--- src/common/sfb_defines.vh ---
// constants for the framed serial unit with transmit buffer
`ifndef SFB_DEFINES_VH
`define SFB_DEFINES_VH
// ---------------------------------------------------------------
// widths and timing
// ---------------------------------------------------------------
`define SFB_WORD_W 16
`define SFB_CLK_MHZ 40
`define SFB_SCK_PERIOD_NS 400
// clock enable divider: half a serial period in system cycles
`define SFB_HALF_CYC ((`SFB_SCK_PERIOD_NS * `SFB_CLK_MHZ) / 2000)
`define SFB_DIV_W 8
`define SFB_CNT_W 5
// reset values
`define SFB_WORD_RST 16'h0000
`endif

--- src/rtl/sfb_sync2.v ---
// two-flop synchroniser for a single asynchronous level
`timescale 1ns/1ps
`default_nettype none
module sfb_sync2
(
  input wire i_clk, // system clock
  input wire i_arst_n, // asynchronous reset, active low
  input wire i_d, // asynchronous level
  output wire o_q // synchronised level
);
  // ---------------------------------------------------------------
  // flop chain
  // ---------------------------------------------------------------
  reg meta_r; // first stage, read by second only
  reg sync_r; // second stage
  // capture chain
  always @(posedge i_clk or negedge i_arst_n)
  begin
    if (!i_arst_n)
    begin
      meta_r <= 1'b0;
      sync_r <= 1'b0;
    end
    else
    begin
      meta_r <= i_d;
      sync_r <= meta_r;
    end
  end
  assign o_q = sync_r;
endmodule // sfb_sync2
`default_nettype wire

--- src/rtl/sfb_spi.v ---
// framed serial unit: master/slave shifter with transmit buffer
// Behaviour
// - framed master mode keeps serial clock running continuously
// - frame sync pulse on slave select starts frame
// - late sampling only with or after master enable
// - transfer start moves buffer word into shifter
// - buffer reported empty once transmission starts
`timescale 1ns/1ps
`default_nettype none
`include "sfb_defines.vh"
module sfb_spi
#(
  parameter WORD_W = `SFB_WORD_W, // word width
  parameter HALF_CYC = `SFB_HALF_CYC // system cycles per half period
)
(
  input wire i_clk, // system clock, 40 MHz
  input wire i_arst_n, // asynchronous reset, active low
  input wire i_cfg_we, // configuration write strobe
  input wire i_master_role_enable, // write data: master role
  input wire i_late_input_sampling, // write data: late sampling
  input wire i_framed_operation_enable, // write data: framed mode
  input wire i_slave_select_control_enable, // write data: ss gating
  input wire i_unit_enable, // write data: unit on
  input wire i_buf_we, // transmit buffer write strobe
  input wire [WORD_W-1:0] i_buf_wdata, // transmit word
  input wire i_serial_clock_pin, // serial clock from pin
  input wire i_slave_select_pin, // slave select / frame sync pin
  input wire i_sdi, // serial data in
  output reg o_serial_clock_pin, // serial clock drive
  output reg o_serial_clock_oe, // serial clock output enable
  output reg o_slave_select_pin, // frame sync drive
  output reg o_slave_select_oe, // frame sync output enable
  output reg o_sdo, // serial data out
  output reg o_master_role, // stored master role
  output reg o_late_sampling, // stored late sampling
  output reg o_framed, // stored framed mode
  output reg o_ss_ctrl, // stored slave-select control
  output reg o_cfg_invalid, // invalid framing/ss combination
  output wire o_tx_buf_empty, // transmit buffer free
  output reg o_rx_valid, // one-cycle pulse, word received
  output reg [WORD_W-1:0] o_rx_data // last received word
);
  // ---------------------------------------------------------------
  // configuration register
  // ---------------------------------------------------------------
  reg enable_r; // unit on
  // configuration write; late sampling gated by master role
  always @(posedge i_clk or negedge i_arst_n)
  begin
    if (!i_arst_n)
    begin
      enable_r <= 1'b0;
      o_master_role <= 1'b0;
      o_late_sampling <= 1'b0;
      o_framed <= 1'b0;
      o_ss_ctrl <= 1'b0;
      o_cfg_invalid <= 1'b0;
    end
    else if (i_cfg_we)
    begin
      enable_r <= i_unit_enable;
      o_master_role <= i_master_role_enable;
      // only same write or later write as master enable
      o_late_sampling <= i_late_input_sampling & i_master_role_enable;
      o_framed <= i_framed_operation_enable;
      o_ss_ctrl <= i_slave_select_control_enable;
      // flag the combination software must not program
      o_cfg_invalid <= i_framed_operation_enable &
                       i_slave_select_control_enable;
    end
  end
  // framed wins; select gating dropped when framed
  wire ss_gate = o_ss_ctrl & ~o_framed;
  // ---------------------------------------------------------------
  // pin synchronisers
  // ---------------------------------------------------------------
  wire sck_s; // synchronised serial clock
  wire ss_s; // synchronised slave select
  wire sdi_s; // synchronised data in
  sfb_sync2 u_sync_sck (.i_clk(i_clk), .i_arst_n(i_arst_n),
    .i_d(i_serial_clock_pin), .o_q(sck_s));
  sfb_sync2 u_sync_ss (.i_clk(i_clk), .i_arst_n(i_arst_n),
    .i_d(i_slave_select_pin), .o_q(ss_s));
  sfb_sync2 u_sync_sdi (.i_clk(i_clk), .i_arst_n(i_arst_n),
    .i_d(i_sdi), .o_q(sdi_s));
  reg sck_d_r; // delayed synchronised clock
  reg ss_d_r; // delayed synchronised select
  // edge history
  always @(posedge i_clk or negedge i_arst_n)
  begin
    if (!i_arst_n)
    begin
      sck_d_r <= 1'b0;
      ss_d_r <= 1'b1;
    end
    else
    begin
      sck_d_r <= sck_s;
      ss_d_r <= ss_s;
    end
  end
  wire s_rise = sck_s & ~sck_d_r; // slave sample edge
  wire s_fall = ~sck_s & sck_d_r; // slave shift edge
  wire s_sync = ss_s & ~ss_d_r; // frame sync pulse seen
  wire s_ssel = ~ss_s; // active-low select asserted
  // ---------------------------------------------------------------
  // clock divider for master mode
  // ---------------------------------------------------------------
  reg [`SFB_DIV_W-1:0] div_r; // half period counter
  wire half_tick = (div_r == HALF_CYC[`SFB_DIV_W-1:0] - 8'h01);
  // one-cycle enable every half serial period
  always @(posedge i_clk or negedge i_arst_n)
  begin
    if (!i_arst_n)
      div_r <= 8'h00;
    else if (half_tick || !enable_r || !o_master_role)
      div_r <= 8'h00;
    else
      div_r <= div_r + 8'h01;
  end
  // ---------------------------------------------------------------
  // transmit buffer and shifter
  // ---------------------------------------------------------------
  reg [WORD_W-1:0] buf_r; // transmit buffer
  reg buf_full_r; // buffer holds unsent word
  reg [WORD_W-1:0] shift_r; // shift register
  reg [`SFB_CNT_W-1:0] bit_r; // bits left in word
  reg busy_r; // word in flight
  reg sample_r; // bit captured at leading edge
  reg m_phase_r; // master clock level
  wire m_run = enable_r & o_master_role & (busy_r | o_framed | buf_full_r);
  // transfer start condition per role
  wire start = !busy_r && enable_r && (o_master_role ?
    (half_tick && m_phase_r && (buf_full_r || o_framed)) :
    (o_framed ? s_sync : (s_ssel || !ss_gate)) && s_fall);
  wire lead = o_master_role ? (half_tick & ~m_phase_r) : s_rise;
  wire trail = o_master_role ? (half_tick & m_phase_r) : s_fall;
  wire last_bit = (bit_r == 5'd1);
  wire take = lead & busy_r; // sample edge during a word
  wire shift = trail & busy_r & ~last_bit; // shift out next bit
  // master ends on its own trailing edge; a slave ends on the last
  // sample edge, since the far master need not give a 17th fall
  wire done = busy_r & last_bit & (o_master_role ? trail : lead);
  // final bit: slave and late sampling take the live synced level
  wire last_in = (o_late_sampling | ~o_master_role) ? sdi_s : sample_r;
  assign o_tx_buf_empty = ~buf_full_r;
  // buffer, shifter and master clock
  always @(posedge i_clk or negedge i_arst_n)
  begin
    if (!i_arst_n)
    begin
      buf_r <= `SFB_WORD_RST;
      buf_full_r <= 1'b0;
      shift_r <= `SFB_WORD_RST;
      bit_r <= 5'd0;
      busy_r <= 1'b0;
      sample_r <= 1'b0;
      m_phase_r <= 1'b1;
      o_rx_valid <= 1'b0;
      o_rx_data <= `SFB_WORD_RST;
    end
    else
    begin
      o_rx_valid <= 1'b0;
      // master clock toggles; framed keeps it running
      if (m_run && half_tick)
        m_phase_r <= ~m_phase_r;
      else if (!m_run)
        m_phase_r <= 1'b1;
      // late sampling takes bit at trailing edge instead
      if (take && !o_late_sampling)
        sample_r <= sdi_s;
      if (start)
      begin
        // buffer word moves to shifter, buffer freed
        shift_r <= buf_full_r ? buf_r : `SFB_WORD_RST;
        buf_full_r <= i_buf_we; // write on start cycle stays queued
        bit_r <= WORD_W[`SFB_CNT_W-1:0];
        busy_r <= 1'b1;
      end
      else if (i_buf_we)
        buf_full_r <= 1'b1;
      if (i_buf_we)
        buf_r <= i_buf_wdata;
      if (shift)
      begin
        shift_r <= {shift_r[WORD_W-2:0],
                    o_late_sampling ? sdi_s : sample_r};
        bit_r <= bit_r - 5'd1;
      end
      if (done)
      begin
        busy_r <= 1'b0;
        bit_r <= 5'd0;
        o_rx_valid <= 1'b1;
        o_rx_data <= {shift_r[WORD_W-2:0], last_in};
      end
      if (!enable_r)
        busy_r <= 1'b0;
    end
  end
  // ---------------------------------------------------------------
  // pin drivers
  // ---------------------------------------------------------------
  // clock, frame sync and data outputs
  always @(posedge i_clk or negedge i_arst_n)
  begin
    if (!i_arst_n)
    begin
      o_serial_clock_pin <= 1'b1;
      o_serial_clock_oe <= 1'b0;
      o_slave_select_pin <= 1'b1;
      o_slave_select_oe <= 1'b0;
      o_sdo <= 1'b0;
    end
    else
    begin
      o_serial_clock_pin <= m_phase_r;
      o_serial_clock_oe <= enable_r & o_master_role;
      o_slave_select_oe <= enable_r & o_master_role &
                           (o_framed | ss_gate);
      // sync pulse for one clock period at frame start
      if (o_framed)
        o_slave_select_pin <= ~(start | (busy_r & ~trail &
                              (bit_r == WORD_W[`SFB_CNT_W-1:0])));
      else
        o_slave_select_pin <= ~(busy_r | start);
      // next bit leaves with the shift, a cycle ahead of the far edge
      o_sdo <= start ? buf_r[WORD_W-1] :
               (shift ? shift_r[WORD_W-2] : shift_r[WORD_W-1]);
    end
  end
endmodule // sfb_spi
`default_nettype wire

--- config.mk ---
export PLATFORM = sky130hd
export DESIGN_NAME = sfb_spi
export DESIGN_NICKNAME = d
export VERILOG_FILES = /design/src/rtl/sfb_sync2.v /design/src/rtl/sfb_spi.v
export VERILOG_INCLUDE_DIRS = /design/src /design/src/common
export SDC_FILE = /design/constraint.sdc
export NUM_CORES = 1
export LEC_CHECK = 0
export ABC_AREA = 1
export BUFFER_PORTS_ARGS = -buffer_cell sky130_fd_sc_hd__buf_2
export CAP_MARGIN = 20
export CELL_PAD_IN_SITES_DETAIL_PLACEMENT = 0
export CELL_PAD_IN_SITES_GLOBAL_PLACEMENT = 2
export CORE_MARGIN = 2
export CORE_UTILIZATION = 25
export DETAILED_ROUTE_END_ITERATION = 12
export GPL_TIMING_DRIVEN = 0
export PLACE_DENSITY = 0.6
export REMOVE_ABC_BUFFERS = 1
export SLEW_MARGIN = 20
export SYNTH_ARGS = -nofsm -noshare
export SYNTH_HDL_FRONTEND = slang
export SYNTH_HIERARCHICAL = 1
export SYNTH_SLANG_ARGS = --single-unit
--- constraint.sdc ---
create_clock -name i_clk -period 2.3 [get_ports i_clk]
set_clock_uncertainty 0.1 [all_clocks]
set_input_delay 0.46 -clock i_clk [delete_from_list [all_inputs] [get_ports i_clk]]
set_output_delay 0.46 -clock i_clk [all_outputs]
set_load 0.02 [all_outputs]
Word-level counts from Yosys, hierarchy flattened
Index checks and enable logic that the tools add are counted.
- add/sub/neg operators: 2
- eq/ne operators: 5
- multiplexer cells: 25
- bitwise gates (word level): 36
- reductions and logical operators: 19
- operators by type and width (operator ; count):
    $mux 16 ; 3
    $and 1x1->1 ; 18
    $mux 1 ; 18
    $mux 5 ; 3
    $not 1->1 ; 12
    $add 8x1->8 const B ; 1
    $eq 8x3->1 const B ; 1
    $mux 8 ; 1
    $logic_and 1x1->1 ; 7
    $or 1x1->1 ; 6
    $eq 5x1->1 const B ; 1
    $eq 5x5->1 const B ; 1
    $logic_not 1->1 ; 5
    $sub 5x1->5 const B ; 1
    $logic_or 1x1->1 ; 4
    $reduce_bool 2->1 ; 2
    $ne 3x1->1 const B ; 1
    $reduce_bool 3->1 ; 1
    $ne 2x1->1 const B ; 1
- register bits after elaboration: 85
- bits of input ports: 28
- output and inout port bits: 28
- word-level logic and storage cells: 116

Longest topological paths before layout
Gate-level depths: netlist of run 1.
- word-level depth: 11
- depth in mapped cells: 11
- depth with buffers taken out: 10

By module
The synthesis of run 1 kept the hierarchy.
- modules (own cells, without submodules) (module ; times used ; cells an instance ; area an instance (um^2) ; seq. area each (um^2)):
    sfb_spi ; 1 ; 449 ; 3737.3 ; 1981.9
    sfb_sync2 ; 3 ; 2 ; 50.0 ; 50.0

Worst setup path after synthesis of run 1
OpenSTA, ideal clock, no wires.
- kind: register to register
- from: reg div_r[0]
- to: reg o_rx_data[10]
- library setup time: 0.118 ns
- arrival: 1.449 ns
- data required time: 2.082 ns
- path slack: 0.633 ns
- stages on the path, launching flop included: 11
- buffers on the path: 2
- clock period less this slack: 1.667 ns
- cell sequence: dfrtp_1 -> ha_1 -> nand3_2 -> nor2_4 -> nand2_2 -> nand2_4 -> buf_6 -> nand2_4 -> buf_4 -> nand2_1 -> o21ai_2
- cells in the longest elaborated chain, start to end: 5
- elaborated cells between the ends (all ways): 7
- those cells by class: 1 x eq/ne; 3 x mux; 3 x bitwise
- RTL lines (element ; line ; text):
    from (decl) ; sfb_spi.v:110 ; reg [`SFB_DIV_W-1:0] div_r;
    from (signal assigned) ; sfb_spi.v:120 ; div_r <= div_r + 8'h01;
    $eq 8x3->1 * ; sfb_spi.v:111 ; wire half_tick = (div_r == HALF_CYC[`SFB_DIV_W-1:0] - 8'h01);
    $and 1x1->1, on equally long branches ; sfb_spi.v:137, sfb_spi.v:138 ;
    $mux 1, on equally long branches ; sfb_spi.v:137, sfb_spi.v:138 ;
    $mux 1 * ; sfb_spi.v:144 ; wire done = busy_r & last_bit & (o_master_role ? trail : lead);
    $and 1x1->1 * ; sfb_spi.v:144 ;
    to (signal assigned) ; sfb_spi.v:161 ; o_rx_data <= `SFB_WORD_RST;
    to (signal assigned) ; sfb_spi.v:197 ; o_rx_data <= {shift_r[WORD_W-2:0], last_in};
    to (decl) ; sfb_spi.v:42 ; output reg [WORD_W-1:0] o_rx_data
Mark *: on every way between the ends. The rest lies on a longest branch, timed or not.
A chain may end at the register's enable or synchronous reset.

Worst setup path in the final report of run 1
- from: reg div_r[0]
- to: reg o_rx_data[15]
Same word-level chain as after synthesis.

==> summary.txt, run 1 <==
Clock network
  – Clk slew on worst S/H paths: 0.06 ns
  – Clk root buf: clkbuf_16
  – CTS tree: done
  – CTS max path bufs: 2
  – Clk Latency, worst-skew pair: 0.34 ns
  – H-tree Lvls: 3
  – CTS Buf Count: 9
  – Clock sinks: 85

Synthesis
  – Asr flop ratio synth: 1.00
  – Post-synthesis cell area: 0.00389 mm2
  – Yosys reg bits: 85
  – Cells after Synth: 455
  – Main synth FF type: dfrtp_1
  – Yosys warns: 6
  – Post-synth cell types: 33
  – Mean Syn Cell Area: 8.54 um2
  – Sequential cell area fraction in the yosys report: 0.548
  – Number of flops mapped to enable cells by yosys: 0

Global routing
  – Congestion Overflow GR: 0
  – First-pass GRT wire length: 15400 um
  – Largest net degree at the start of global routing: 60
  – Initial antenna violation count: 0
  – GR Util All Layers: 0.121
  – Vias in the first global route: 2900

Floorplan
  – Site row count: 45
  – Die ar.: 0.0166 mm2
  – Die Wd: 129 um
  – # IOs: 56
  – Initial Util: 0.256
  – Die span in y: 129 um
  – CORE AREA: 0.0152 mm2

Setup path
  – Critical-path maximum fanout: 30
  – Startpoint Class: flip-flop
  – Critical path class: flip-flop to flip-flop
  – Critical Path RT: 2.48 ns
  – Crit path DAT: 2.25 ns
  – Setup crit end kind: flip-flop

Route
  – Via count: 2945
  – WL met2: 3690 um
  – Post-DRT Antenna Nets: 0
  – Final wirelength: 9110 um
  – DR top layer: met4
  – Drc violations: 0
  – Via density per instance: 4.21
  – Met3 WL post-DR: 378 um
  – DRT iter0 DRCs: 116
  – DR WL/cell: 13.0 um
  – Wire length on met1: 4810 um
  – Router iterations before antenna repair: 4

Timing
  – Final min period: 2.07 ns
  – Final hold viol count: 0
  – Slew headroom: 0.465
  – Final TNS setup: 0 ns
  – Slew @ Worst Pin: 0.800 ns
  – Setup violators final: 0
  – Final period utilization: 0.900
  – Fmax: 483 MHz
  – Fin. max-slew vios: 0

Finish
  – Share of cells above drive strength 1: 0.197
  – Layout area overhead: 19.3%
  – Layout fillers: 1700
  – Most common cell after layout, fill and taps aside: nand2_1
  – Most frequent cells in the layout: nand2_1, dfrtp_1, buf_2, inv_1, nand4_1
  – Final core occ: 0.305
  – Ant diodes: 0
  – NumNets Final: 539

Power
  – Maximum VDD drop: 0.352 mV
  – P_leak: 2.52 nW
  – Pwr Density: 939 mW/mm2
  – Power, Total: 4.35 mW

Min path
  – Hold WC Path Type: input port to flip-flop

Place
  – Port Buffers: 55
  – Gpl congestion: 0.719
  – Post-detail-place hpwl: 6210 um

Outcome
  – Status: completed

Run
  – Max Cap Viol: 0
==> logic make-up (layout without fill, tap and decap cells) <==
family,after synthesis,count (layout),synth area share
AND/OR/NAND/NOR,268,268,0.309
flip-flops,85,85,0.548
buffers and inverters,68,125,0.0795
AO/OA/AOI/OAI,27,27,0.0431
adder cells (fa/ha/maj),4,4,0.0129
XOR/XNOR,3,3,0.00676
==> timing repair <==
action | in CTS | in global routing
gates resized for setup | 0 | 3
hold buffers | 1 | 0
hold endpoints to repair | 25 | 0
endpoints found under the setup margin | 0 | 30
setup buffers | 0 | 2
==> critical path, stage by stage (launching register included) <==
cell and delay (ns):
dfrtp_1 0.38, ha_1 0.21, nand3_2 0.13, nor2_4 0.14, nand2_2 0.10, nand2_8 0.20
nand2_4 0.25, inv_2 0.30, nand2_1 0.12, nand2_1 0.07
==> flip-flops by register name, summed over array words and instances (netlist names), 5 cells and up <==
register,cells
o_rx_data,16
div_r,8
bit_r,5
shift_r,16
buf_r,16
==> worst paths after layout <==
kind                                         start                  to  slack (ns)  depth (start not counted)
worst max-delay path                      div_r[0]       o_rx_data[15]        0.23                          9
worst max register to register            div_r[0]       o_rx_data[15]        0.23                          9
min in group asynchronous                 i_arst_n       o_cfg_invalid        0.45                          2
worst min-delay path            i_serial_clock_pin   u_sync_sck/meta_r        0.13                          1
max in group asynchronous                 i_arst_n  o_serial_clock_pin        1.04                          3
worst min register to register    u_sync_ss/meta_r       u_sync_ss/o_q        0.25                          0
==> power by group <==
group | internal, mW | switching (mW)
combinational | 0.340 | 0.622
clock | 0.820 | 0.566
sequential | 1.80 | 0.210
==> metal layers <==
| layer | vias up | GRT usage |
|---|---|---|
| met1 | 1335 | 0.181 |
| met5 | - | 0 |
| met3 | 13 | 0.0249 |
| met2 | 51 | 0.162 |
| met4 | 0 | 0.0652 |
| li1 | 1546 | - |
==> stage by stage <==
step / hold slack [ns] / setup WS (ns) / cells / cell area (um2)
detailed placement: 0.240 / 0.0431 / 681 / 4310
floorplan: 0.0644 / 0.494 / 437 / 3770
finish: 0.125 / 0.230 / 700 / 4640
CTS: 0.110 / 0.0263 / 698 / 4610
global placement: 0.233 / -0.196 / 680 / 4280
global route: 0.112 / -0.00102 / 700 / 4640
==> synthesized netlist by cell type (3+ instances only) <==
cell | instances | share of area
dfstp_2 | 4 | 0.027
nand3_1 | 17 | 0.022
nor2_1 | 17 | 0.016
nand2_1 | 183 | 0.18
dfrtp_1 | 81 | 0.52
o21ai_0 | 11 | 0.014
or2_2 | 3 | 0.0048
buf_2 | 5 | 0.0064
o21ai_2 | 7 | 0.016
clkbuf_1 | 5 | 0.0048
nand2_2 | 3 | 0.0048
nand2_4 | 3 | 0.0087
a21oi_1 | 6 | 0.0077
ha_1 | 4 | 0.013
nand4_1 | 29 | 0.047
buf_6 | 5 | 0.014
inv_1 | 46 | 0.044
nor3_1 | 5 | 0.0064
==> area by class of cell <==
| cell class | count | area [um2] | area share |
|---|---|---|---|
| sequential | 85 | 2130 | 0.460 |
| multi-input combinational | 302 | 1460 | 0.315 |
| timing repair buffer | 59 | 334 | 0.0720 |
| clock buffer | 15 | 278 | 0.0599 |
| tap | 188 | 235 | 0.0507 |
| inverter | 50 | 190 | 0.0410 |
| clock inverter | 1 | 5.00 | 0.00108 |
No activity file was read; power rests on OpenSTA's default activity.
==> inputs of run 2 (changes only) <==
MAX_ROUTING_LAYER = met4   (was not set)
SETUP_SLACK_MARGIN = 0.05   (was not set)
==> run 2 against run 1 <==
- largest cell class unchanged
- largest power group unchanged
- clock power about the same
- count of clock-buffer cells in the layout unchanged
- power about the same
- register-to-register slack about the same
- highest routed layer unchanged
- core utilization increased by 0.074 points
- global-route usage increased by 0.37 points
==> summary.txt, run 2 (synthesis gave the netlist of run 1 again) <==
Finish
  – Most frequent cells in the layout: nand2_1, dfrtp_1, buf_2, inv_1, nand4_1
  – Share of cells above drive strength 1: 0.197
  – Largest registers: buf_r x16, o_rx_data x16, shift_r x16
  – Layout fillers: 1698
  – Most common cell after layout, fill and taps aside: nand2_1
  – Final core occ: 0.306
  – Layout area overhead: 19.6%
  – NumNets Final: 539
  – Ant diodes: 0
  – Post-route cell area: 0.00465 mm2

Global routing
  – Largest net degree at the start of global routing: 60
  – Vias in the first global route: 2884
  – GR Util All Layers: 0.125
  – Initial antenna violation count: 0
  – Congestion Overflow GR: 0
  – First-pass GRT wire length: 15400 um

Timing
  – Fin. max-slew vios: 0
  – Fmax: 484 MHz
  – Final period utilization: 0.899
  – Final hold viol count: 0
  – Slew headroom: 0.454
  – Final min period: 2.07 ns
  – Setup violators final: 0
  – RSZ-0062 raised after global routing: no
  – Worst Slack Setup Final: 0.232 ns
  – Fin Hold WS: 0.125 ns
  – Slew @ Worst Pin: 0.815 ns

Route
  – Final wirelength: 9120 um
  – Via density per instance: 4.20
  – Via count: 2943
  – Post-DRT Antenna Nets: 0
  – Router iterations before antenna repair: 4
  – WL met2: 3660 um
  – Drc violations: 0
  – DRT iter0 DRCs: 119
  – Wire length on met1: 4890 um
  – Met3 WL post-DR: 350 um
  – DR WL/cell: 13.0 um
  – DR top layer: met4

Floorplan
  – Die ar.: 0.0166 mm2
  – Site row count: 45
  – Die Wd: 129 um
  – Die span in y: 129 um
  – # IOs: 56
  – Initial Util: 0.256
  – CORE AREA: 0.0152 mm2

Power
  – Power, Total: 4.36 mW
  – Sequential fraction of design power: 0.460
  – Int Pwr: 2.96 mW
  – Clock share of power: 0.318
  – Logic pwr share: 0.221
  – Maximum VDD drop: 0.351 mV
  – P_leak: 2.52 nW
  – Switching share of power: 0.321
  – Pwr Density: 937 mW/mm2
  – Switching pwr: 1.40 mW

Clock network
  – Clk root buf: clkbuf_16
  – CTS max path bufs: 2
  – CTS tree: done
  – H-tree Lvls: 3
  – Clk slew on worst S/H paths: 0.06 ns
  – Clock sinks: 85
  – CTS Buf Count: 9
  – Clk Latency, worst-skew pair: 0.34 ns

Setup path
  – Crit path DAT: 2.24 ns
  – Setup crit end kind: flip-flop
  – Critical Path RT: 2.47 ns
  – Critical-path maximum fanout: 30
  – Critical path class: flip-flop to flip-flop
  – Startpoint Class: flip-flop

Outcome
  – Status: completed

Place
  – Port Buffers: 55
  – Place WS: 0.0431 ns
  – Post-detail-place hpwl: 6210 um
  – Gpl congestion: 0.727
  – Placed inst area: 0.00431 mm2

Run
  – Max Cap Viol: 0

Min path
  – Hold WC Path Type: input port to flip-flop
[run 2: changes by cell type in the layout (fill, tap and decap cells not counted)]
cell     change
inv_2        -1
inv_4        +1
nand2_4      -1
nand2_8      +1
[run 2: timing repair]
action / 4_1_cts / 5_1_grt
resized for setup: 1 / 4
hold buffers: 1 / 0
endpoints found under the hold margin: 25 / 0
setup endpoints to repair: 2 / 32
setup buffers: 0 / 2
pin swaps: 0 / 2
[run 2: worst max-delay path, cell delays in order (launching register included)]
cell and delay [ns]:
dfrtp_1 0.38, ha_1 0.21, nand3_2 0.14, nor2_4 0.14, nand2_2 0.10, nand2_8 0.20
nand3_4 0.23, inv_1 0.21, nand2_1 0.14, nand3_1 0.14
[run 2: metrics by stage]
stage | setup TNS, ns | instances
2_1_floorplan | 0 | 437
3_3_place_gp | -15.30 | 680
3_5_place_dp | 0 | 681
4_1_cts | 0 | 698
5_1_grt | 0 | 700
6_report | 0 | 700
[run 2: cell type report]
| class | count | area, um2 | area share |
|---|---|---|---|
| inverters | 50 | 193 | 0.0414 |
| repair buffers | 59 | 334 | 0.0719 |
| clock buffers | 15 | 278 | 0.0597 |
| multi-input cells | 302 | 1470 | 0.316 |
| clock inverters | 1 | 5.00 | 0.00108 |
| flip-flops and latches | 85 | 2130 | 0.459 |
| well taps | 188 | 235 | 0.0506 |
[run 2: path summary, 6_finish.rpt]
kind	start	end	slack, ns	cells past startpoint
min in group asynchronous	i_arst_n	o_cfg_invalid	0.45	2
max in group asynchronous	i_arst_n	o_serial_clock_pin	1.04	3
worst min-delay path	i_serial_clock_pin	u_sync_sck/meta_r	0.12	1
worst max register to register	div_r[0]	o_sdo	0.23	9
worst min register to register	u_sync_ss/meta_r	u_sync_ss/o_q	0.25	0
worst max-delay path	div_r[0]	o_sdo	0.23	9
[run 2: routing by layer]
metal / GRT usage / vias up
met5: - / -
met4: 0.0652 / 0
met3: 0.0249 / 11
met2: 0.161 / 43
met1: 0.181 / 1342
li1: - / 1547
[run 2: power by group through the flow]
stage | Clock (mW) | Sequential, mW | Combinational [mW]
after floorplan | 0 | 2.09 | 0.547
after global placement | 0 | 2.03 | 0.944
after detailed placement | 0 | 2.03 | 0.963
after CTS | 1.46 | 2.01 | 0.969
after global routing | 1.52 | 2.05 | 1.11
final | 1.39 | 2.01 | 0.965
==> inputs of run 3 (changes only) <==
RECOVER_POWER = 100   (was not set)
==> run 3 against run 2 <==
- via count is 0.20% higher
- final cell count unchanged
- non-clock buffer count stayed put
- count of clock-buffer cells in the layout stayed put
- routed wire length hardly changed
- power shrank 0.97%
- combinational power fell by 4.7%
- critical path type unchanged
- critical endpoint unchanged
- largest cell class unchanged
- highest routed layer unchanged
==> summary.txt, run 3 (synthesis gave the netlist of run 1 again) <==
Finish
  – Largest registers: buf_r x16, o_rx_data x16, shift_r x16
  – Final std cells w/o fill: 700
  – Ant diodes: 0
  – Share of cells above drive strength 1: 0.131
  – Layout area overhead: 18.2%
  – Most common cell after layout, fill and taps aside: nand2_1
  – Most frequent cells in the layout: nand2_1, dfrtp_1, inv_1, clkbuf_1, nand4_1
  – NumNets Final: 539
  – Final core occ: 0.302

Setup path
  – Crit path max-delay cell type: dfrtp_1
  – Cell chain of the critical path: ha_1, nand3_2, nor2_4, nand2_2, nand2_8, nand3_4, inv_1, nand2_1, nand3_1
  – Worst Path Buf+Inv: 1
  – Critical Path RT: 2.47 ns
  – R2r startpoint: div_r[0]
  – Startpoint Class: flip-flop
  – Crit path launch: div_r[0]
  – Crit path DAT: 2.23 ns
  – Critical-path maximum fanout: 30
  – Setup crit end kind: flip-flop
  – Crit path largest cell delay: 0.38 ns
  – Crit-path leading delay family: simple AND/OR/NAND/NOR gates
  – Critical path class: flip-flop to flip-flop

Global routing
  – GR Util All Layers: 0.125
  – First-pass GRT wire length: 15400 um
  – Congestion Overflow GR: 0
  – Initial antenna violation count: 0
  – Vias in the first global route: 2884
  – Largest net degree at the start of global routing: 60

Clock network
  – Clock sinks: 85
  – Clk Latency, worst-skew pair: 0.34 ns
  – CTS tree: done
  – CTS max path bufs: 2
  – Clk slew on worst S/H paths: 0.06 ns
  – H-tree Lvls: 3
  – Clk root buf: clkbuf_16
  – CTS Buf Count: 9

Route
  – Final wirelength: 9130 um
  – DR WL/cell: 13.0 um
  – Post-DRT Antenna Nets: 0
  – Drc violations: 0
  – DRT iter0 DRCs: 116
  – Via count: 2949
  – Router iterations before antenna repair: 4
  – Via density per instance: 4.21

Timing
  – Fin. max-slew vios: 0
  – Final period utilization: 0.897
  – Setup violators final: 0
  – Final TNS setup: 0 ns
  – Slew @ Worst Pin: 0.795 ns
  – Final hold viol count: 0
  – RSZ-0062 raised after global routing: no
  – Final min period: 2.06 ns
  – Slew headroom: 0.464
  – Fin Hold WS: 0.124 ns
  – Fmax: 485 MHz

Run
  – Max Cap Viol: 0

Power
  – P_leak: 2.40 nW
  – Pwr Density: 939 mW/mm2
  – Maximum VDD drop: 0.352 mV

Place
  – Inst Count DP: 681
  – Port Buffers: 55
  – Post-detail-place hpwl: 6210 um
  – Gpl congestion: 0.727

Outcome
  – Status: completed

Floorplan
  – Die Wd: 129 um
  – # IOs: 56
  – CORE AREA: 0.0152 mm2
  – Initial Util: 0.256
  – Site row count: 45
  – Die ar.: 0.0166 mm2
  – Die span in y: 129 um

Min path
  – Min-Delay Startpoint: i_serial_clock_pin
  – Hold WC Path Type: input port to flip-flop
## run 3: changes by cell type in the layout (fill, tap and decap cells not counted)
cell      previous run  this run
dfstp_2              4         3
inv_1               46        47
o21ai_2              6         2
clkbuf_1             3        31
clkbuf_2             0         1
buf_6                1         0
o21ai_0             11        16
inv_2                1         0
o21ai_1              1         0
buf_2               54        26
dfstp_1              0         1
## run 3: metal layers
metal	track usage	vias up	part of all wire
met5	-	-	0
met4	0.0652	0	0.024
met3	0.0249	11	0.038
met2	0.161	43	0.40
met1	0.181	1350	0.53
li1	-	1545	-
## run 3: path summary, 6_finish.rpt
kind / end / slack [ns] / depth (start not counted)
min reg2reg: u_sync_ss/o_q / 0.25 / 0
max in group asynchronous: o_serial_clock_pin / 0.71 / 3
min in group asynchronous: o_cfg_invalid / 0.62 / 2
max reg2reg: o_sdo / 0.24 / 9
min: u_sync_sck/meta_r / 0.12 / 1
max: o_sdo / 0.24 / 9
## run 3: cell type report
| type | count | area, um2 |
|---|---|---|
| clock buffers | 15 | 278 |
| clock inverters | 1 | 5.00 |
| fillers | 1714 | 10600 |
| inverters | 50 | 193 |
| multi-input cells | 302 | 1460 |
| flip-flops and latches | 85 | 2130 |
| well taps | 188 | 235 |
| repair buffers | 59 | 293 |
## run 3: power by group
part	switching (mW)	internal (mW)
sequential	0.212	1.80
combinational	0.611	0.310
clock	0.567	0.820
total	1.39	2.93
## run 3: timing repair
item / 4_1_cts / 5_1_grt
gates resized for setup: 1 / 4
endpoints found under the hold margin: 25 / 0
endpoints found under the setup margin: 2 / 32
cloned: 0 / 0
setup buffers: 0 / 2
hold buffers: 1 / 0
pin swaps: 0 / 2
## run 3: through the flow
stage	setup slack (ns)	instance area (um2)	power (mW)
2_1_floorplan	0.494	3770	2.64
3_3_place_gp	-0.196	4280	2.98
3_5_place_dp	0.0431	4310	2.99
4_1_cts	0.0902	4610	4.43
5_1_grt	0.0529	4590	4.65
6_report	0.237	4590	4.31
## run 3: worst register-to-register path: cells and delay by family (launching register included)
| family | cells | cell delay [ns] |
|---|---|---|
| buffers and inverters | 1 | 0.21 |
| adders and majority gates | 1 | 0.21 |
| DFF | 1 | 0.38 |
| and+or+nand+nor | 7 | 1.09 |
